File: src/flash_link_pkg.sv
package flash_link_pkg;

    // Clock and timing figures
    localparam int unsigned CLK_MHZ                 = 100;
    localparam int unsigned POWERUP_WAIT_MS         = 20;
    localparam int unsigned POWERUP_WAIT_CYC        = POWERUP_WAIT_MS * 1000 * CLK_MHZ;
    localparam int unsigned SCK_MAX_MHZ_STD         = 20;
    localparam int unsigned SCK_MAX_MHZ_LOW         = 15;
    localparam int unsigned SCK_HALF_CYC            = (CLK_MHZ + 2 * SCK_MAX_MHZ_STD - 1)
                                                      / (2 * SCK_MAX_MHZ_STD) + 1;
    localparam int unsigned CS_HIGH_NS              = 250;
    localparam int unsigned CS_HIGH_CYC             = (CS_HIGH_NS * CLK_MHZ + 999) / 1000;
    localparam int unsigned SELECT_TO_BUSY_DELAY_NS = 200;
    localparam int unsigned SELECT_TO_BUSY_CYC      = SELECT_TO_BUSY_DELAY_NS * CLK_MHZ / 1000;
    localparam int unsigned TRANSFER_COMPARE_TIME_US = 250;
    localparam int unsigned TRANSFER_COMPARE_CYC    = TRANSFER_COMPARE_TIME_US * CLK_MHZ;
    localparam int unsigned ERASE_PROGRAM_TIME_MS   = 20;
    localparam int unsigned ERASE_PROGRAM_CYC       = ERASE_PROGRAM_TIME_MS * 1000 * CLK_MHZ;
    localparam int unsigned PROGRAM_TIME_MS         = 14;
    localparam int unsigned PROGRAM_CYC             = PROGRAM_TIME_MS * 1000 * CLK_MHZ;
    localparam int unsigned PAGE_ERASE_TIME_MS      = 8;
    localparam int unsigned PAGE_ERASE_CYC          = PAGE_ERASE_TIME_MS * 1000 * CLK_MHZ;
    localparam int unsigned BLOCK_ERASE_TIME_MS     = 12;
    localparam int unsigned BLOCK_ERASE_CYC         = BLOCK_ERASE_TIME_MS * 1000 * CLK_MHZ;

    // Framing
    localparam int unsigned BITS_PER_BYTE           = 8;
    localparam logic [7:0]  RESERVED_ADDR_VALUE     = 8'h00;
    localparam logic [7:0]  BYTE_RESET_VALUE        = 8'h00;

    // Kinds of internal operation started on select release
    typedef enum logic [2:0] {
        OP_NONE,
        OP_XFER_COMPARE,
        OP_ERASE_PROGRAM,
        OP_PROGRAM,
        OP_PAGE_ERASE,
        OP_BLOCK_ERASE
    } op_kind_t;

endpackage : flash_link_pkg

File: src/flash_link_if.sv
`timescale 1ns/1ps
interface flash_link_if;
    logic select_n;
    logic sclk;
    logic mosi;
    logic miso_o;
    logic miso_oe;
    logic ready;
    logic reset_n;

    // Resolved serial output wire as seen by the host
    logic miso;
    assign miso = miso_oe ? miso_o : 1'b1;

    modport flash
    (
        input  select_n,
        input  sclk,
        input  mosi,
        input  reset_n,
        output miso_o,
        output miso_oe,
        output ready
    );

    modport host
    (
        output select_n,
        output sclk,
        output mosi,
        output reset_n,
        input  miso,
        input  ready
    );
endinterface : flash_link_if

File: src/flash_end.sv
`timescale 1ns/1ps
module flash_end
#(
    parameter int unsigned XFER_CYC        = flash_link_pkg::TRANSFER_COMPARE_CYC,
    parameter int unsigned ERASE_PROG_CYC  = flash_link_pkg::ERASE_PROGRAM_CYC,
    parameter int unsigned PROG_CYC        = flash_link_pkg::PROGRAM_CYC,
    parameter int unsigned PAGE_ERASE_CYCS = flash_link_pkg::PAGE_ERASE_CYC,
    parameter int unsigned BLOCK_ERASE_CYCS = flash_link_pkg::BLOCK_ERASE_CYC
)
(
    // Clock and reset
    input  wire logic                     clk_sys,
    input  wire logic                     srst,
    // Link
    flash_link_if.flash                   link,
    // User side: received bytes
    output logic [7:0]                    rx_byte,
    output logic                          rx_valid,
    output logic                          rx_first,
    // User side: byte to shift out, taken at each byte boundary
    input  wire logic [7:0]               tx_byte,
    // User side: internal operation to start on select release
    input  wire flash_link_pkg::op_kind_t op_kind,
    output logic                          op_done,
    output logic                          frame_active
);
    import flash_link_pkg::*;

    localparam int unsigned CNT_W = 32;

    logic [2:0]       sel_sync_r;
    logic [2:0]       clk_sync_r;
    logic [2:0]       mosi_sync_r;
    logic [2:0]       rst_sync_r;
    logic             sel_n_r;
    logic             sclk_r;
    logic             rst_n_r;
    logic [2:0]       bit_cnt_r;
    logic [7:0]       shift_r;
    logic [7:0]       tx_r;
    logic             first_r;
    logic [7:0]       rx_byte_r;
    logic             rx_valid_r;
    logic             rx_first_r;
    logic             miso_r;
    logic             miso_oe_r;
    logic             ready_r;
    logic             op_done_r;
    logic             active_r;
    logic [CNT_W-1:0] busy_cnt_r;
    logic [CNT_W-1:0] busy_cnt_nxt;

    wire sel_agree   = sel_sync_r[2] == sel_sync_r[1];
    wire clk_agree   = clk_sync_r[2] == clk_sync_r[1];
    wire rst_agree   = rst_sync_r[2] == rst_sync_r[1];
    wire sel_n_new   = sel_agree ? sel_sync_r[1] : sel_n_r;
    wire sclk_new    = clk_agree ? clk_sync_r[1] : sclk_r;
    wire rst_n_new   = rst_agree ? rst_sync_r[1] : rst_n_r;
    wire in_reset    = srst || !rst_n_new;
    wire sel_fall    = selected && !active_r;                      // First selected cycle
    wire sel_rise    = !sel_n_r && sel_n_new;
    wire selected    = !sel_n_r && !sel_n_new;
    wire sclk_rise   = selected && !sclk_r && sclk_new;
    wire sclk_fall   = selected && sclk_r && !sclk_new;
    wire byte_done   = sclk_rise && bit_cnt_r == 3'(BITS_PER_BYTE - 1);
    wire [7:0] rx_full = {shift_r[6:0], mosi_sync_r[2]};
    wire op_start    = sel_rise && ready_r && op_kind != OP_NONE;

    always_comb
    begin
        unique case (op_kind)
            OP_XFER_COMPARE:  busy_cnt_nxt = CNT_W'(XFER_CYC);
            OP_ERASE_PROGRAM: busy_cnt_nxt = CNT_W'(ERASE_PROG_CYC);
            OP_PROGRAM:       busy_cnt_nxt = CNT_W'(PROG_CYC);
            OP_PAGE_ERASE:    busy_cnt_nxt = CNT_W'(PAGE_ERASE_CYCS);
            OP_BLOCK_ERASE:   busy_cnt_nxt = CNT_W'(BLOCK_ERASE_CYCS);
            default:          busy_cnt_nxt = '0;
        endcase
    end

    // Three-stage input synchronisers
    always_ff @(posedge clk_sys)
    begin
        sel_sync_r  <= {sel_sync_r[1:0], link.select_n};
        clk_sync_r  <= {clk_sync_r[1:0], link.sclk};
        mosi_sync_r <= {mosi_sync_r[1:0], link.mosi};
        rst_sync_r  <= {rst_sync_r[1:0], link.reset_n};
    end

    always_ff @(posedge clk_sys)
    begin
        if (srst)
        begin
            sel_n_r <= 1'b1;
            sclk_r  <= 1'b0;
            rst_n_r <= 1'b0;
        end
        else
        begin
            sel_n_r <= sel_n_new;
            sclk_r  <= sclk_new;
            rst_n_r <= rst_n_new;
        end
    end

    // Byte framing and shifting
    always_ff @(posedge clk_sys)
    begin
        if (in_reset || !selected)
        begin
            bit_cnt_r <= '0;
            shift_r   <= BYTE_RESET_VALUE;
            first_r   <= 1'b1;
        end
        else if (sclk_rise)
        begin
            bit_cnt_r <= bit_cnt_r + 3'd1;
            shift_r   <= rx_full;
            if (byte_done)
                first_r <= 1'b0;
        end
    end

    always_ff @(posedge clk_sys)
    begin
        if (in_reset)
        begin
            rx_byte_r  <= BYTE_RESET_VALUE;
            rx_valid_r <= 1'b0;
            rx_first_r <= 1'b0;
        end
        else
        begin
            rx_valid_r <= byte_done;
            if (byte_done)
            begin
                rx_byte_r  <= rx_full;
                rx_first_r <= first_r;
            end
        end
    end

    // Serial output: msb first, first bit driven on select, then changes on falling clock
    always_ff @(posedge clk_sys)
    begin
        if (in_reset || !selected)
        begin
            tx_r      <= BYTE_RESET_VALUE;
            miso_r    <= 1'b0;
            miso_oe_r <= 1'b0;
        end
        else
        begin
            miso_oe_r <= 1'b1;
            if (sel_fall || (sclk_fall && bit_cnt_r == 3'd0))
            begin
                tx_r   <= {tx_byte[6:0], 1'b0};
                miso_r <= tx_byte[7];
            end
            else if (sclk_fall)
            begin
                tx_r   <= {tx_r[6:0], 1'b0};
                miso_r <= tx_r[7];
            end
        end
    end

    // Busy timing
    always_ff @(posedge clk_sys)
    begin
        if (in_reset)
        begin
            ready_r    <= 1'b1;
            busy_cnt_r <= '0;
            op_done_r  <= 1'b0;
        end
        else if (op_start)
        begin
            ready_r    <= 1'b0;
            busy_cnt_r <= busy_cnt_nxt;
            op_done_r  <= 1'b0;
        end
        else if (!ready_r)
        begin
            busy_cnt_r <= busy_cnt_r - CNT_W'(1);
            if (busy_cnt_r <= CNT_W'(1))
            begin
                ready_r   <= 1'b1;
                op_done_r <= 1'b1;
            end
        end
        else
            op_done_r <= 1'b0;
    end

    always_ff @(posedge clk_sys)
    begin
        if (in_reset)
            active_r <= 1'b0;
        else
            active_r <= selected;
    end

    assign link.miso_o  = miso_r;
    assign link.miso_oe = miso_oe_r;
    assign link.ready   = ready_r;
    assign rx_byte      = rx_byte_r;
    assign rx_valid     = rx_valid_r;
    assign rx_first     = rx_first_r;
    assign op_done      = op_done_r;
    assign frame_active = active_r;
endmodule : flash_end

File: src/flat_wrapper.sv
// flat-port wrapper written by rule: the top's interface ports become plain ports
module flash_end_flat import flash_link_pkg::*;
#(
    parameter int unsigned XFER_CYC        = flash_link_pkg::TRANSFER_COMPARE_CYC,
    parameter int unsigned ERASE_PROG_CYC  = flash_link_pkg::ERASE_PROGRAM_CYC,
    parameter int unsigned PROG_CYC        = flash_link_pkg::PROGRAM_CYC,
    parameter int unsigned PAGE_ERASE_CYCS = flash_link_pkg::PAGE_ERASE_CYC,
    parameter int unsigned BLOCK_ERASE_CYCS = flash_link_pkg::BLOCK_ERASE_CYC
)
  (clk_sys, srst, rx_byte, rx_valid, rx_first, tx_byte, op_kind, op_done, frame_active, link_select_n, link_sclk, link_mosi, link_reset_n, link_miso_o, link_miso_oe, link_ready);
  flash_link_if link_i ();
  input  wire logic clk_sys;
  input  wire logic srst;
  output logic [7:0] rx_byte;
  output logic rx_valid;
  output logic rx_first;
  input  wire logic [7:0] tx_byte;
  input  wire flash_link_pkg::op_kind_t op_kind;
  output logic op_done;
  output logic frame_active;
  input wire logic [$bits(link_i.select_n)-1:0] link_select_n;
  input wire logic [$bits(link_i.sclk)-1:0] link_sclk;
  input wire logic [$bits(link_i.mosi)-1:0] link_mosi;
  input wire logic [$bits(link_i.reset_n)-1:0] link_reset_n;
  output wire logic [$bits(link_i.miso_o)-1:0] link_miso_o;
  output wire logic [$bits(link_i.miso_oe)-1:0] link_miso_oe;
  output wire logic [$bits(link_i.ready)-1:0] link_ready;
  assign link_i.select_n = link_select_n;
  assign link_i.sclk = link_sclk;
  assign link_i.mosi = link_mosi;
  assign link_i.reset_n = link_reset_n;
  assign link_miso_o = link_i.miso_o;
  assign link_miso_oe = link_i.miso_oe;
  assign link_ready = link_i.ready;
  flash_end #(.XFER_CYC(XFER_CYC), .ERASE_PROG_CYC(ERASE_PROG_CYC), .PROG_CYC(PROG_CYC), .PAGE_ERASE_CYCS(PAGE_ERASE_CYCS), .BLOCK_ERASE_CYCS(BLOCK_ERASE_CYCS)) u_core (.clk_sys(clk_sys), .srst(srst), .link(link_i), .rx_byte(rx_byte), .rx_valid(rx_valid), .rx_first(rx_first), .tx_byte(tx_byte), .op_kind(op_kind), .op_done(op_done), .frame_active(frame_active));
endmodule
File: config.mk
export PLATFORM = sky130hd
export DESIGN_NAME = flash_end_flat
export DESIGN_NICKNAME = d
export VERILOG_FILES = /design/src/flash_link_pkg.sv /design/src/flash_link_if.sv /design/src/flash_end.sv /design/src/flat_wrapper.sv
export SDC_FILE = /design/constraint.sdc
export NUM_CORES = 1
export LEC_CHECK = 0
export ABC_AREA = 1
export ABC_CLOCK_PERIOD_IN_PS = 2550
export BUFFER_PORTS_ARGS = -buffer_cell sky130_fd_sc_hd__buf_4
export CAP_MARGIN = 20
export CORE_MARGIN = 2
export CORE_UTILIZATION = 60
export CTS_CLUSTER_DIAMETER = 150
export DETAILED_ROUTE_END_ITERATION = 8
export GPL_ROUTABILITY_DRIVEN = 0
export MAX_ROUTING_LAYER = met4
export PLACE_DENSITY = 0.8
export SLEW_MARGIN = 15
export SYNTH_ARGS = -nofsm -noshare
export SYNTH_HDL_FRONTEND = slang
export SYNTH_SLANG_ARGS = --single-unit
File: constraint.sdc
create_clock -name clk_sys -period 2.55 [get_ports clk_sys]
set_clock_uncertainty 0.05 [all_clocks]
set_input_delay 0.255 -clock clk_sys [delete_from_list [all_inputs] [get_ports clk_sys]]
set_output_delay 0.255 -clock clk_sys [all_outputs]
set_load 0.05 [all_outputs]
==> results.json <==
{
  "num_rows": 28,
  "nets": 581,
  "io_buffers": 31,
  "clock-sinks": 80,
  "wl_met3_um": 537,
  "ant_nets": 0,
  "critPathMaxFanout": 20,
  "drive_gt1_frac": 0.121,
  "place_inst": 619,
  "peakVddDrop_mv": 0.398,
  "synth-seq-cells": 80,
  "area_delta_synth_final_pct": 14.1,
  "dr_wl_met2_mm": 3.92,
  "place_hpwl_mm": 6.07,
  "cts_tree": "built",
  "io_pins": 32,
  "insertedDiodeCount": 0,
  "grt_max_degree": 27,
  "avgRoutedWirePerCell_um": 13.5,
  "worst_setup_path_start_kind": "flop",
  "grt_pass1_wl_mm": 14.1,
  "vias_per_cell": 5.58,
  "root_buffer": "clkbuf_8",
  "worstMarginPinSlew_ps": 832,
  "drt_wl_total_mm": 8.63,
  "r2r_start": "u_core.link.ready",
  "leakage_uw": 0.00199,
  "grt_remaining_overflow": 0,
  "grt_antenna_before_repair": 0,
  "grt_util_all_layers": 0.281,
  "htree_levels": 3,
  "slew_headroom": 0.446,
  "min_from": "srst",
  "finalCritPeriodShare": 0.791,
  "core_area_um2": 5920,
  "drcViolationCount": 0,
  "worstSkewPairLatency_ps": 360,
  "synth_nets": 544,
  "synthCells": 522,
  "status": "complete, no violations",
  "drt_first_pass_iters": 6,
  "hp-class": "in -> reg",
  "crit_required_ps": 2740,
  "yosys.area.top_type": "dfxtp_1",
  "synth_area_leaders": "dfxtp_1 44%, nand2_1 12%, nor2_1 7.6%, a21oi_1 6.9%, o21ai_0 5.4%",
  "via_count": 3564,
  "fmax_ghz": 0.496,
  "grt_pass1_vias": 3085,
  "dr.max_layer_used": "met4",
  "avgSynthCellArea_um2": 7.04,
  "drv_cap": 0,
  "slew_viol_final": 0,
  "syn-cell-area_um2": 3680,
  "numCtsBuffers": 9,
  "wl_met1_mm": 4.03,
  "whs_endpoint": "u_core.sclk_r",
  "hold_depth": 2,
  "layout_min_cycle_time_ps": 2020,
  "setup-tns-final_ps": 0,
  "end_kind": "flop",
  "stdcell_count": 639,
  "initial_core_util": 0.621,
  "critical_path_class": "reg -> reg",
  "clock_path_buffers": 2,
  "fp.dieW_um": 82.3,
  "drt_iter0_markers": 290,
  "rr_endpoint": "u_core.busy_cnt_r[17]",
  "final-hold-violation-count": 0,
  "clk_pin_slew_worst_paths_ps": 80,
  "p_per_area_nw_per_um2": 567,
  "synth-seq-area-share": 0.436,
  "reg2reg_depth": 8,
  "arrival_ps": 2210,
  "synthDistinctLibCells": 33,
  "cts_setup_buffers": 0,
  "die_h_um": 82.3,
  "synth_top_area_share": 0.436,
  "final_cell_mix": "114 x nand2_1, 80 x dfxtp_1, 74 x nor2_1, 53 x inv_1, 51 x a21oi_1",
  "rsz0062_at_grt": "no",
  "dieArea_um2": 6770,
  "rrSetupSlack_ps": 530,
  "layout_commonest_cell": "nand2_1",
  "synth_warnings": 0,
  "setup_viol": 0
}
==> report_power, final <==
| part | total, uW | switching [uW] | internal [uW] |
|---|---|---|---|
| clock | 944 | 486 | 458 |
| sequential | 1270 | 10.5 | 1260 |
| combinational | 159 | 100 | 59.1 |
==> sequential cells by signal, summed over array words and instances (netlist names) <==
name and flops:
u_core.first_r 1, u_core.rst_n_r 1, u_core.op_done 1, u_core.sel_sync_r 3
u_core.link.miso_oe 1, u_core.tx_r 7, u_core.rx_valid 1, u_core.rx_first 1
u_core.sclk_r 1, u_core.sel_n_r 1, u_core.busy_cnt_r 32, u_core.mosi_sync_r 3
u_core.rx_byte 8, u_core.link.ready 1, u_core.link.miso_o 1, u_core.clk_sync_r 3
u_core.frame_active 1, u_core.rst_sync_r 3, u_core.shift_r 7, u_core.bit_cnt_r 3
==> cell type report <==
cell class                 count  area, um2
clock buffer                  10        128
sequential                    80       1600
fill                         504       1730
tap                           75       93.8
inverter                      57        214
timing repair buffer          37        288
clock inverter                 6       67.6
multi-input combinational    374       1800
==> worst max-delay path, stage by stage (launching register included) <==
cell and delay, ps:
dfxtp_1 500, inv_2 190, nor2_4 230, nand2_4 190, nand2_1 110, buf_4 230
o21ai_1 160, nor2_1 130, a21oi_1 90
==> metal layers <==
layer / GRT usage / up-vias
met2: 0.410 / 127
met4: 0.120 / 0
met5: - / -
li1: - / 1779
met1: 0.379 / 1644
met3: 0.0565 / 14
==> synthesized netlist by cell type (all sizes together) <==
cell type / n
o211a: 1
xnor2: 5
nor2: 82
xor2: 2
clkinv: 1
nor3: 10
inv: 56
o21bai: 2
o21ai: 45
o21a: 1
clkbuf: 3
dfxtp: 80
a31oi: 11
nand2: 116
ha: 5
buf: 8
a21o: 1
or2: 4
a22oi: 1
a21oi: 51
nand4: 8
nor4: 1
nand3: 28
==> worst max path at each step <==
stage                                  from               endpoint  depth (start not counted)
after floorplan           u_core.link.ready  u_core.busy_cnt_r[11]                          8
after CTS                 u_core.link.ready  u_core.busy_cnt_r[17]                          8
final                     u_core.link.ready  u_core.busy_cnt_r[17]                          8
after detailed placement  u_core.link.ready  u_core.busy_cnt_r[17]                          8
after global routing      u_core.link.ready  u_core.busy_cnt_r[17]                          8
after global placement    u_core.link.ready  u_core.busy_cnt_r[20]                          8
==> logic make-up after synthesis <==
| family | share of synthesized area |
|---|---|
| compound gates | 0.164 |
| xor+xnor | 0.0167 |
| fa+ha+maj | 0.0170 |
| buf+inv | 0.0745 |
| flops | 0.436 |
| simple gates | 0.292 |
==> metrics by stage <==
step                 util  power (uW)  area (um2)  hold WS, ps  setup WS [ps]
floorplan               -        1400        3680          233            798
global placement    0.668        1450        3960          261            592
detailed placement  0.668        1460        3960          264            610
CTS                 0.708        2380        4190         20.8            581
global route        0.708        2460        4190         21.6            421
finish              0.708        2380        4190         24.2            532
==> timing repair <==
action	CTS	global route
hold buffers	4	0
hold endpoints to repair	4	0
gates resized for setup	0	0
No activity file was read; power rests on OpenSTA's default activity.
